===== src/idp_pkg.sv =====
// identify parameter page: shared constants
// assumes a single 50 MHz clock domain; no bus, all settings are ports
package idp_pkg;

  // ==========================================================
  // page geometry
  localparam int          PAGE_WORDS = 256;
  localparam logic [7:0]  LAST_WORD  = 8'hff;
  localparam int          FIFO_DEPTH = 8;
  localparam int          WORD_W     = 16;

  // ==========================================================
  // word addresses
  localparam logic [7:0] W_GENCFG   = 8'h00;
  localparam logic [7:0] W_DEF_CYL  = 8'h01;
  localparam logic [7:0] W_DEF_HEAD = 8'h03;
  localparam logic [7:0] W_UF_TRK   = 8'h04;
  localparam logic [7:0] W_UF_SEC   = 8'h05;
  localparam logic [7:0] W_DEF_SPT  = 8'h06;
  localparam logic [7:0] W_TOT_MSW  = 8'h07;
  localparam logic [7:0] W_TOT_LSW  = 8'h08;
  localparam logic [7:0] W_SER_LO   = 8'h0a;
  localparam logic [7:0] W_SER_HI   = 8'h13;
  localparam logic [7:0] W_BUF_TYPE = 8'h14;
  localparam logic [7:0] W_BUF_SIZE = 8'h15;
  localparam logic [7:0] W_ECC      = 8'h16;
  localparam logic [7:0] W_FW_LO    = 8'h17;
  localparam logic [7:0] W_FW_HI    = 8'h1a;
  localparam logic [7:0] W_MOD_LO   = 8'h1b;
  localparam logic [7:0] W_MOD_HI   = 8'h2e;
  localparam logic [7:0] W_MULT_MAX = 8'h2f;
  localparam logic [7:0] W_DWORD    = 8'h30;
  localparam logic [7:0] W_CAPAB    = 8'h31;
  localparam logic [7:0] W_PIO_MODE = 8'h33;
  localparam logic [7:0] W_DMA_MODE = 8'h34;
  localparam logic [7:0] W_VALID    = 8'h35;
  localparam logic [7:0] W_CUR_CYL  = 8'h36;
  localparam logic [7:0] W_CUR_HEAD = 8'h37;
  localparam logic [7:0] W_CUR_SPT  = 8'h38;
  localparam logic [7:0] W_CAP_LSW  = 8'h39;
  localparam logic [7:0] W_CAP_MSW  = 8'h3a;
  localparam logic [7:0] W_MULT_SET = 8'h3b;
  localparam logic [7:0] W_LBA_LSW  = 8'h3c;
  localparam logic [7:0] W_LBA_MSW  = 8'h3d;
  localparam logic [7:0] W_ADV_PIO  = 8'h40;

  // ==========================================================
  // fixed field values
  localparam logic [15:0] GENCFG_VAL   = 16'h848a;
  localparam logic [15:0] UF_TRK_VAL   = 16'h0000;
  localparam logic [15:0] UF_SEC_VAL   = 16'h0240;
  localparam logic [15:0] BUF_TYPE_VAL = 16'h0002;
  localparam logic [15:0] BUF_SIZE_VAL = 16'h0002;
  localparam logic [15:0] ECC_VAL      = 16'h0004;
  localparam logic [15:0] MULT_MAX_VAL = 16'h0001;
  localparam logic [15:0] DWORD_VAL    = 16'h0000;
  localparam logic [15:0] CAPAB_VAL    = 16'h0200;
  localparam logic [15:0] PIO_MODE_VAL = 16'h0200;
  localparam logic [15:0] DMA_MODE_VAL = 16'h0000;
  localparam logic [15:0] VALID_VAL    = 16'h0003;
  localparam logic [15:0] ADV_PIO_VAL  = 16'h0003;
  localparam logic [7:0]  MULT_VLD     = 8'h01;
  localparam logic [7:0]  MULT_OFF     = 8'h00;
  localparam logic [7:0]  MULT_ON      = 8'h01;
  localparam logic [7:0]  SPACE_CHR    = 8'h20;

  // ==========================================================
  // string lengths in characters
  localparam int SER_CHARS = 20;
  localparam int FW_CHARS  = 8;
  localparam int MOD_CHARS = 40;

endpackage


===== src/idp_page_gen.sv =====
// idp_page_gen: builds the 256-word identify parameter page on request
// assumes the sector transfer logic pulls words through out_valid/out_ready
// Functional notes
// - word 0 reports removable, fast, non-magnetic
// - word 1 default cylinders equal actual
// - words 3-6 heads, bytes, sectors geometry
// - words 7-8 total sectors double word
// - serial words 10-19, right justified, spaces
// - word 20 buffer type 0002h
// - word 21 buffer two sectors
// - word 22 long command ECC bytes
// - words 23-26 firmware revision text
// - model words 27-46, left justified, spaces
// - word 47 max multiple sectors
// - word 48 no double word
// - word 49 no DMA, LBA supported
// - word 51 PIO timing mode
// - word 52 no DMA timing mode
// - word 53 bits 0,1 validity flags
// - words 54-56 current translation geometry
// - words 57-58 current capacity product
// - word 59 high byte always 01h
// - multiple setting 00h after reset or a zero count, 01h after a nonzero count
// - words 60-61 LBA-only sector count
// - word 64 PIO modes 3 and 4
// - reserved bits and words read zero
// - page delivered like a single-sector read
// - word 0 fixed 848ah
// - model earlier character in high byte
`timescale 1ns/1ns
module idp_page_gen #(
  parameter logic [8*20-1:0] SERIAL   = "00000001",
  parameter logic [8*8-1:0]  FIRMWARE = "Rev 1.00",
  parameter logic [8*40-1:0] MODEL    = "Flash Storage Card"
) (
  // clock and reset
  input  wire logic        ref_clk_i,
  input  wire logic        reset_i,
  // command side
  input  wire logic        start_i,
  input  wire logic        set_mult_i,
  input  wire logic [7:0]  mult_count_i,
  output logic             busy_o,
  output logic             done_o,
  // card geometry
  input  wire logic [15:0] cyl_i,
  input  wire logic [15:0] heads_i,
  input  wire logic [15:0] spt_i,
  input  wire logic [31:0] total_sectors_i,
  input  wire logic [15:0] cur_cyl_i,
  input  wire logic [15:0] cur_heads_i,
  input  wire logic [15:0] cur_spt_i,
  // status
  output logic [7:0]       mult_setting_o,
  // page stream to sector buffer
  output logic             out_valid_o,
  input  wire logic        out_ready_i,
  output logic [15:0]      out_data_o
);
  typedef enum logic [1:0] {IDP_IDLE, IDP_FETCH, IDP_PUSH} idp_state_t;

  idp_state_t  state_r;
  logic [7:0]  addr_r;
  logic [7:0]  mult_r;
  logic [15:0] word_r;
  logic [15:0] str_word;
  logic [15:0] fixed_word;
  logic [31:0] cap_r;
  logic        fifo_in_ready;
  logic        fifo_in_valid;
  logic        is_str;
  logic        last;

  // ==========================================================
  // helpers
  function automatic logic in_range(input logic [7:0] a, input logic [7:0] lo,
                                    input logic [7:0] hi);
    return (a >= lo) && (a <= hi);
  endfunction

  // ==========================================================
  // string words
  idp_str_rom #(
    .SERIAL   (SERIAL),
    .FIRMWARE (FIRMWARE),
    .MODEL    (MODEL)
  ) u_str (
    .ref_clk_i (ref_clk_i),
    .reset_i   (reset_i),
    .addr_i    (addr_r),
    .data_o    (str_word)
  );

  assign is_str = in_range(addr_r, idp_pkg::W_SER_LO, idp_pkg::W_SER_HI) |
                  in_range(addr_r, idp_pkg::W_FW_LO, idp_pkg::W_FW_HI) |
                  in_range(addr_r, idp_pkg::W_MOD_LO, idp_pkg::W_MOD_HI);

  // ==========================================================
  // numeric words
  always_comb begin
    case (addr_r)
      idp_pkg::W_GENCFG:   fixed_word = idp_pkg::GENCFG_VAL;
      idp_pkg::W_DEF_CYL:  fixed_word = cyl_i;
      idp_pkg::W_DEF_HEAD: fixed_word = heads_i;
      idp_pkg::W_UF_TRK:   fixed_word = idp_pkg::UF_TRK_VAL;
      idp_pkg::W_UF_SEC:   fixed_word = idp_pkg::UF_SEC_VAL;
      idp_pkg::W_DEF_SPT:  fixed_word = spt_i;
      idp_pkg::W_TOT_MSW:  fixed_word = total_sectors_i[31:16];
      idp_pkg::W_TOT_LSW:  fixed_word = total_sectors_i[15:0];
      idp_pkg::W_BUF_TYPE: fixed_word = idp_pkg::BUF_TYPE_VAL;
      idp_pkg::W_BUF_SIZE: fixed_word = idp_pkg::BUF_SIZE_VAL;
      idp_pkg::W_ECC:      fixed_word = idp_pkg::ECC_VAL;
      idp_pkg::W_MULT_MAX: fixed_word = idp_pkg::MULT_MAX_VAL;
      idp_pkg::W_DWORD:    fixed_word = idp_pkg::DWORD_VAL;
      idp_pkg::W_CAPAB:    fixed_word = idp_pkg::CAPAB_VAL;
      idp_pkg::W_PIO_MODE: fixed_word = idp_pkg::PIO_MODE_VAL;
      idp_pkg::W_DMA_MODE: fixed_word = idp_pkg::DMA_MODE_VAL;
      idp_pkg::W_VALID:    fixed_word = idp_pkg::VALID_VAL;
      idp_pkg::W_CUR_CYL:  fixed_word = cur_cyl_i;
      idp_pkg::W_CUR_HEAD: fixed_word = cur_heads_i;
      idp_pkg::W_CUR_SPT:  fixed_word = cur_spt_i;
      idp_pkg::W_CAP_LSW:  fixed_word = cap_r[15:0];
      idp_pkg::W_CAP_MSW:  fixed_word = cap_r[31:16];
      idp_pkg::W_MULT_SET: fixed_word = {idp_pkg::MULT_VLD, mult_r};
      idp_pkg::W_LBA_LSW:  fixed_word = total_sectors_i[15:0];
      idp_pkg::W_LBA_MSW:  fixed_word = total_sectors_i[31:16];
      idp_pkg::W_ADV_PIO:  fixed_word = idp_pkg::ADV_PIO_VAL;
      default:             fixed_word = 16'h0000;
    endcase
  end

  // ==========================================================
  // current capacity, computed at start so the multiply has a full cycle
  always_ff @(posedge ref_clk_i or posedge reset_i) begin
    if (reset_i) begin
      cap_r <= 32'h0000_0000;
    end else if (start_i && state_r == IDP_IDLE) begin
      // widen each factor first so the product keeps its upper bits
      cap_r <= 32'(cur_cyl_i) * 32'(cur_heads_i) * 32'(cur_spt_i);
    end
  end

  // ==========================================================
  // multiple-sector setting: only 00h or 01h is ever reported
  always_ff @(posedge ref_clk_i or posedge reset_i) begin
    if (reset_i) begin
      mult_r <= idp_pkg::MULT_OFF;
    end else if (set_mult_i) begin
      mult_r <= (mult_count_i == 8'h00) ? idp_pkg::MULT_OFF : idp_pkg::MULT_ON;
    end
  end

  assign mult_setting_o = mult_r;

  // ==========================================================
  // word sequencer: fetch takes one cycle because the string rom is registered
  assign last          = (addr_r == idp_pkg::LAST_WORD);
  assign fifo_in_valid = (state_r == IDP_PUSH);

  always_ff @(posedge ref_clk_i or posedge reset_i) begin
    if (reset_i) begin
      state_r <= IDP_IDLE;
      addr_r  <= 8'h00;
      word_r  <= 16'h0000;
      done_o  <= 1'b0;
    end else begin
      done_o <= 1'b0;
      case (state_r)
        IDP_IDLE: begin
          if (start_i) begin
            addr_r  <= 8'h00;
            state_r <= IDP_FETCH;
          end
        end
        IDP_FETCH: begin
          word_r  <= fixed_word;
          state_r <= IDP_PUSH;
        end
        IDP_PUSH: begin
          if (fifo_in_ready) begin
            if (last) begin
              done_o  <= 1'b1;
              state_r <= IDP_IDLE;
            end else begin
              addr_r  <= 8'(addr_r + 8'h01);
              state_r <= IDP_FETCH;
            end
          end
        end
        default: state_r <= IDP_IDLE;
      endcase
    end
  end

  assign busy_o = (state_r != IDP_IDLE);

  // ==========================================================
  // sector buffer feed; the reader stalls us by holding out_ready low
  idp_fifo #(
    .WIDTH (idp_pkg::WORD_W),
    .DEPTH (idp_pkg::FIFO_DEPTH)
  ) u_fifo (
    .ref_clk_i   (ref_clk_i),
    .reset_i     (reset_i),
    .in_valid_i  (fifo_in_valid),
    .in_ready_o  (fifo_in_ready),
    .in_data_i   (is_str ? str_word : word_r),
    .out_valid_o (out_valid_o),
    .out_ready_i (out_ready_i),
    .out_data_o  (out_data_o),
    // a new page drops any words a previous reader left unread
    .flush_i     (start_i && state_r == IDP_IDLE)
  );
endmodule


===== src/idp_fifo.sv =====
// idp_fifo: small synchronous fifo with valid/ready on both sides
// assumes one clock and asynchronous active-high reset
`timescale 1ns/1ns
module idp_fifo #(
  parameter int WIDTH = 16,
  parameter int DEPTH = 8
) (
  // clock and reset
  input  wire logic             ref_clk_i,
  input  wire logic             reset_i,
  // write side
  input  wire logic             in_valid_i,
  output logic                  in_ready_o,
  input  wire logic [WIDTH-1:0] in_data_i,
  // read side
  output logic                  out_valid_o,
  input  wire logic             out_ready_i,
  output logic      [WIDTH-1:0] out_data_o,
  // clear
  input  wire logic             flush_i
);
  localparam int AW = $clog2(DEPTH);

  logic [WIDTH-1:0] mem_r [DEPTH];
  logic [AW-1:0]    wr_ptr_r;
  logic [AW-1:0]    rd_ptr_r;
  logic [AW:0]      count_r;
  logic             push;
  logic             pop;

  assign in_ready_o  = (count_r != DEPTH[AW:0]);
  assign out_valid_o = (count_r != '0);
  assign push        = in_valid_i & in_ready_o;
  assign pop         = out_valid_o & out_ready_i;
  // read data is not a register: out_data_o reads the head of queue straight from mem_r
  assign out_data_o  = mem_r[rd_ptr_r];

  // ==========================================================
  // storage
  always_ff @(posedge ref_clk_i) begin
    if (push) begin
      mem_r[wr_ptr_r] <= in_data_i;
    end
  end

  // ==========================================================
  // pointers
  always_ff @(posedge ref_clk_i or posedge reset_i) begin
    if (reset_i) begin
      wr_ptr_r <= '0;
      rd_ptr_r <= '0;
      count_r  <= '0;
    end else if (flush_i) begin
      wr_ptr_r <= '0;
      rd_ptr_r <= '0;
      count_r  <= '0;
    end else begin
      if (push) begin
        wr_ptr_r <= AW'(wr_ptr_r + 1'b1);
      end
      if (pop) begin
        rd_ptr_r <= AW'(rd_ptr_r + 1'b1);
      end
      count_r <= (AW+1)'(count_r + {{AW{1'b0}}, push} - {{AW{1'b0}}, pop});
    end
  end
endmodule


===== src/idp_str_rom.sv =====
// idp_str_rom: holds serial, firmware and model text, returns one word
// assumes strings are loaded as constants by parameter; read data registered
`timescale 1ns/1ns
module idp_str_rom #(
  parameter logic [8*20-1:0] SERIAL   = "12345",
  parameter logic [8*8-1:0]  FIRMWARE = "Rev 1.00",
  parameter logic [8*40-1:0] MODEL    = "Storage Card"
) (
  // clock and reset
  input  wire logic        ref_clk_i,
  input  wire logic        reset_i,
  // lookup
  input  wire logic [7:0]  addr_i,
  output logic      [15:0] data_o
);
  // ==========================================================
  // character fetch with space padding
  function automatic logic [7:0] ser_chr(input int i);
    logic [7:0] c;
    // right justified: leading nulls become spaces
    c = SERIAL[8*(19-i) +: 8];
    return (c == 8'h00) ? idp_pkg::SPACE_CHR : c;
  endfunction

  function automatic logic [7:0] mod_chr(input int i, input int n);
    logic [7:0] c;
    logic [8*40-1:0] s;
    int k;
    // left justified: shift text up, trailing slots become spaces
    s = MODEL;
    k = 0;
    while (k < 40 && s[8*39 +: 8] == 8'h00) begin
      s = s << 8;
      k = k + 1;
    end
    c = s[8*(39-i) +: 8];
    return (c == 8'h00 || i >= n) ? idp_pkg::SPACE_CHR : c;
  endfunction

  logic [15:0] word;
  int          idx;

  always_comb begin
    idx  = 0;
    word = 16'h0000;
    if (addr_i >= idp_pkg::W_SER_LO && addr_i <= idp_pkg::W_SER_HI) begin
      idx  = 2 * int'(addr_i - idp_pkg::W_SER_LO);
      word = {ser_chr(idx), ser_chr(idx + 1)};
    end else if (addr_i >= idp_pkg::W_FW_LO && addr_i <= idp_pkg::W_FW_HI) begin
      idx  = 2 * int'(addr_i - idp_pkg::W_FW_LO);
      word = {FIRMWARE[8*(7-idx) +: 8], FIRMWARE[8*(6-idx) +: 8]};
    end else if (addr_i >= idp_pkg::W_MOD_LO && addr_i <= idp_pkg::W_MOD_HI) begin
      // earlier character in the high byte
      idx  = 2 * int'(addr_i - idp_pkg::W_MOD_LO);
      word = {mod_chr(idx, 40), mod_chr(idx + 1, 40)};
    end
  end

  always_ff @(posedge ref_clk_i or posedge reset_i) begin
    if (reset_i) begin
      data_o <= 16'h0000;
    end else begin
      data_o <= word;
    end
  end
endmodule


===== config.mk =====
export PLATFORM = sky130hd
export DESIGN_NAME = idp_page_gen
export DESIGN_NICKNAME = d
export VERILOG_FILES = /design/src/idp_pkg.sv /design/src/idp_page_gen.sv /design/src/idp_fifo.sv /design/src/idp_str_rom.sv
export SDC_FILE = /design/constraint.sdc
export NUM_CORES = 2
export LEC_CHECK = 0
export ABC_AREA = 1
export BUFFER_PORTS_ARGS = -buffer_cell sky130_fd_sc_hd__buf_2
export CAP_MARGIN = 10
export CORE_ASPECT_RATIO = 1.75
export CORE_MARGIN = 4
export CORE_UTILIZATION = 66
export CTS_CLUSTER_DIAMETER = 120
export DETAILED_ROUTE_END_ITERATION = 7
export MAX_ROUTING_LAYER = met4
export PLACE_DENSITY = 0.85
export SLEW_MARGIN = 20
export SYNTH_ARGS = -nofsm -noshare
export SYNTH_HDL_FRONTEND = slang
export SYNTH_HIERARCHICAL = 1
export SYNTH_SLANG_ARGS = --single-unit

===== constraint.sdc =====
create_clock -name ref_clk_i -period 4.5 [get_ports ref_clk_i]
set_input_delay 0.225 -clock ref_clk_i [delete_from_list [all_inputs] [get_ports ref_clk_i]]
set_output_delay 0.225 -clock ref_clk_i [all_outputs]
set_load 0.01 [all_outputs]

# After elaboration in Yosys (flattened, before gate mapping)
# Memory sizes are Yosys's and may differ from the RTL's.
# Cells that the tools add are included.
[op_classes]
eq_ne = 29
order_cmp = 8
mul = 2
n_reduce_logical = 25
bitwise_logic = 4
n_mux = 28
add_sub_neg = 16
n_shift = 6
[ops]
columns = ["operator", "count"]
rows = [
  ["$shiftx A320 B32 Y8 const A", 2],
  ["$shiftx A160 B32 Y8 const A", 2],
  ["$pmux W16 S18", 1],
  ["$shiftx A64 B32 Y8 const A", 2],
  ["$eq A8 B6 Y1 const B", 12],
  ["$mux W16", 4],
  ["$sub A4 B29 Y29 const A", 2],
  ["$sub A6 B29 Y29 const A", 2],
  ["$mux W8", 7],
  ["$logic_not A8 Y1", 6],
  ["$ge A32 B7 Y1 const B", 1],
  ["$mul A16 B16 Y32", 1],
  ["$mul A32 B16 Y32", 1],
  ["$add A29 B2 Y29 const B", 1],
  ["$sub A7 B29 Y29 const A", 1],
  ["$eq A8 B3 Y1 const B", 3],
  ["$eq A8 B5 Y1 const B", 3],
  ["$sub A8 B5 Y9 const B", 2],
  ["$ge A8 B5 Y1 const B", 2],
  ["$le A8 B5 Y1 const B", 2],
  ["$pmux W8 S2", 1],
  ["$mux W3", 4],
  ["$add A10 B2 Y11 const B", 1],
  ["$sub A7 B10 Y11 const A", 1],
  ["other kinds (31)", 54],
]
[totals]
memories = 1
input_bits = 141
elab_cells = 129
ram_bits = 128
ff_bits = 93
[mem_list]
columns = ["name", "words", "word_bits", "read_ports", "rd_clocked_by_memory_dff", "wr", "line", "text"]
rows = [
  ["u_fifo.mem_r", 8, 16, 1, 0, 1, "idp_fifo.sv:24", "logic [WIDTH-1:0] mem_r [DEPTH];"],
]

# Longest topological paths before layout
[logic_depth]
depth_word = 10
ltp_mapped = 54
ltp_nobuf = 52

# Modules after synthesis
# Netlist, hierarchy kept.
[modules_own_cells]
columns = ["mod", "area_per_inst_um2", "seq_area_each_um2", "instances", "cells_per_inst"]
rows = [
  ["idp_page_gen", 25044.0, 1501.4, 1, 3435],
  ["idp_fifo", 6314.8, 4093.9, 1, 645],
  ["idp_str_rom", 1680.4, 350.3, 1, 265],
]

# Worst setup path after synthesis
# Ideal clock, no wire load.
[synth_timing]
path_kind = "input-to-reg"
from = "input cur_heads_i[1]"
to = "register cap_r[27]"
path_slack_ns = -5.751
setup_time_ns = 0.117
t_arrival_ns = 10.133
cell_stages = 42
n_path_buf = 3
required_time_ns = 4.383
path_cell_list = "clkbuf_1 > clkbuf_1 > nand2_1 > fa_1 > fa_1 > fa_1 > fa_1 > inv_1 > fa_1 > inv_1 > fa_1 > inv_1 > ha_1 > nand2_2 > nor2_2 > nand3_1 > nand3_1 > xor2_1 > [6 not listed] > fa_1 > inv_1 > fa_1 > inv_1 > fa_1 > inv_1 > fa_1 > ha_1 > a21oi_1 > o21ai_0 > a21o_1 > a21oi_2 > o21ai_1 > a21oi_1 > o21ai_0 > or2_1 > nand3_1 > nand2_1"
[synth_between]
elab_chain_cells = 2
[synth_rtl]
columns = ["element", "line", "text"]
rows = [
  ["from (decl)", "idp_page_gen.sv:51", "input wire logic [15:0] cur_heads_i,"],
  ["$mul A16 B16 Y32", "idp_page_gen.sv:139", "cap_r <= 32'(cur_cyl_i) * 32'(cur_heads_i) * 32'(cur_spt_i);"],
  ["$mul A32 B16 Y32", "idp_page_gen.sv:139", ""],
  ["to (signal assigned)", "idp_page_gen.sv:139", ""],
  ["to (decl)", "idp_page_gen.sv:68", "logic [31:0] cap_r;"],
]
# Every way passes these cells.
# A chain may end at the register's enable or synchronous reset.

# Worst setup path in the final report
[layout_timing]
from = "input cur_heads_i[4]"
to = "register cap_r[30]"
# Same word-level chain as after synthesis.

==> flow_metrics.env <==
export IMPL_status="complete, but fails checks"
export IMPL_violations="design-rule violations, max-capacitance violations, max-slew violations, negative setup slack"
export IMPL_cap_violations=1
export IMPL_wl_per_cell_um=24.6
export IMPL_synth_edf_count=128
export IMPL_grt_max_degree=67
export IMPL_syn_inst=4345
export IMPL_worstPathBufferInverterCount=21
export IMPL_async_flop_share_pct=39.6
export IMPL_yosys_area_share_simple_pct=22.8
export IMPL_die_x_um=177
export IMPL_grt_pass1_vias=34900
export IMPL_core_area_mm2=0.0496
export IMPL_finalSetupViolCount=28
export IMPL_area_growth_pct=26.4
export IMPL_drt_pass1_iterations=8
export IMPL_dp_hpwl_um=98200
export IMPL_yosys_top_cells_count="nand2_1, inv_1, fa_1, nor2_1, ha_1"
export IMPL_clkTransAtPathRegs_ps=70
export IMPL_synth_cell_types=64
export IMPL_clock_sinks=212
export IMPL_start_kind="input pin"
export IMPL_hold_class="in -> reg"
export IMPL_final_cell_area_mm2=0.0418
export IMPL_synth_seq_area_share_pct=18.0
export IMPL_synth_top_family_by_area="adder cells"
export IMPL_slew_viol_final=11
export IMPL_clock_latency_ps=530
export IMPL_clockRootBuffer="clkbuf_16"
export IMPL_synth_area_leader_cell="fa_1"
export IMPL_grt_pass1_wl_um=189000
export IMPL_end_kind="flip-flop"
export IMPL_fmax_ghz=0.0935
export IMPL_max_stage_delay_ps=750
export IMPL_die_area_mm2=0.0538
export IMPL_via_count=34100
export IMPL_yosys_area_share_adder_pct=37.4
export IMPL_relSlewSlack_pct=-9.80
export IMPL_hold_viol_final=0
export IMPL_yosysWarnings=6
export IMPL_placed_cell_area_mm2=0.0391
export IMPL_vias_per_cell=6.10
export IMPL_synth_xor_area_share_pct=0.981
export IMPL_critPathRequiredTime_ps=4970
export IMPL_critPathMostFrequentCell="fa_1"
export IMPL_final_core_util_pct=84.2
export IMPL_pre_cts_ws_ps=-6050
export IMPL_synth_cell_area_mm2=0.0330
export IMPL_cts_tree="built"
export IMPL_nNetsFinal=5735
export IMPL_gp_congestion=1.08
export IMPL_synth_area_per_cell_um2=7.60
export IMPL_postRouteAntennaNets=0
export IMPL_synthTopCellsByArea="fa_1, nand2_1, inv_1, edfxtp_1, ha_1"
export IMPL_initial_core_util_pct=66.6
export IMPL_htreeDepth=1
export IMPL_synth_area_mux_share_pct=0.204
export IMPL_io_pins=168
export IMPL_clockBufferDepth=3
export IMPL_grt_setup_unrepaired="true"
export IMPL_antenna_found_initial=8
export IMPL_crit_type="in -> reg"
export IMPL_fin_ws_ps=-6200
export IMPL_grt_use_total_pct=47.8
export IMPL_chipHeight_um=304
export IMPL_portBuffers=160
export IMPL_critPathSlowestCell="fa_1"
export IMPL_rows=108
export IMPL_period_share_pct=238
export IMPL_drive_gt1_share_pct=24.8
export IMPL_yosysMostFrequentCell="nand2_1"
export IMPL_cts_inserted_buffers=18
export IMPL_ys_ff_latch=212
export IMPL_totalWireLength_um=137000
export IMPL_ys_flop_type="edfxtp_1"
export IMPL_overflow=0
export IMPL_period_needed_ps=10700
export IMPL_synth_compound_area_share_pct=5.04
export IMPL_drt_initial_drc_count=4131
export IMPL_netlist_area_leader_share_pct=30.2
export IMPL_hold_ws_ps=57.2
export IMPL_cpLargestDelayFamily="adder cells"
export IMPL_worstPathMaxFanout=4
export IMPL_drc=2
export IMPL_fillers=2791
export IMPL_arrival_ps=11170
export IMPL_finClkSkew_ps=37.7
export IMPL_worst_pin_slew_ps=1640
-- layer usage --
layer  routed length [um]  GRT usage (%)
met1                36900           42.6
met2                63100           78.6
met3                15700           11.2
met4                21800           49.8
met5                    0              -
-- logic make-up after synthesis --
family / Yosys count
compound gates: 265
xor+xnor: 37
fa+ha+maj: 689
buf+inv: 1320
flops: 212
mux: 6
other cells: 2
simple gates: 1814
-- final cells by class --
cell class	instances	area [um^2]	area share [%]
repair buffers	712	5930	14.2
inverters	1141	4320	10.3
flip-flops and latches	212	5950	14.2
clock buffers	22	475	1.14
clock inverters	10	113	0.270
well taps	660	826	1.98
multi-input cells	2820	24100	57.7
diodes	13	32.5	0.0779
-- cell usage in the layout, fill, tap and decap left out, types with 7 or more instances in the layout --
master / count
conb_1: 9
nand2_1: 1142
buf_2: 137
a21oi_1: 59
nand2_4: 39
xnor2_1: 8
ha_1: 131
buf_8: 8
xor2_1: 11
ha_4: 56
buf_6: 60
nor3_1: 8
diode_2: 13
inv_1: 1033
nand4_1: 43
clkbuf_16: 18
edfxtp_1: 128
nor3_2: 12
nor2_2: 29
buf_4: 452
nor2_1: 209
fa_2: 25
fa_1: 474
a32o_1: 7
o21ai_2: 10
nor2_4: 23
a221oi_1: 22
o21ai_0: 46
clkinv_1: 7
nand2_2: 78
buf_12: 51
dfrtp_1: 83
o21ai_1: 23
a21oi_2: 19
nand3_2: 13
inv_2: 89
nand3b_1: 7
a21oi_4: 11
nand3_1: 178
-- flip-flops by register name (all words and copies together), names as in the netlist --
name             flops
addr_r               8
cap_r               32
done_o               1
mult_setting_o       1
state_r              2
u_fifo/count_r       4
u_fifo/mem_r       128
u_fifo/rd_ptr_r      3
u_fifo/wr_ptr_r      3
u_str/data_o        14
word_r              16
-- worst paths after layout --
kind                       cells past startpoint  slack, ps      startpoint                  to
max                                           51      -6200  cur_heads_i[4]           cap_r[30]
max in group asynchronous                      4       3280         reset_i           word_r[8]
max reg2reg                                    7        770       addr_r[0]  u_fifo/mem_r[6][3]
min reg2reg                                    2        490       cap_r[26]           cap_r[26]
min in group asynchronous                      3        220         reset_i          word_r[13]
min                                            2         60      set_mult_i   mult_setting_o[0]
-- worst reg2reg max path, cell delays in order (launching register included) --
cell and delay [ps]:
dfrtp_1 570, ha_1 360, inv_1 170, a21oi_1 130, o41ai_4 820, buf_4 350, nor2_1 70, a21oi_1 860
-- through the flow --
stage / setup TNS, ps / cells
finish: -132140 / 5590
global route: -137620 / 5586
CTS: -115670 / 5554
detailed placement: -137660 / 5487
global placement: -133480 / 5487
floorplan: -107450 / 4352
-- timing repair --
action | in CTS | in global routing
endpoints found under the hold margin | 34 | 0
buffers inserted | 34 | 32
pin swaps | 95 | 106
gates cloned | 0 | 0
endpoints found under the setup margin | 28 | 28
resized for setup | 196 | 204
hold buffers | 3 | 0
Power is left out: the tool's default activity adds up to more than one toggle a clock period on the data nets, which glitch-free logic cannot reach.
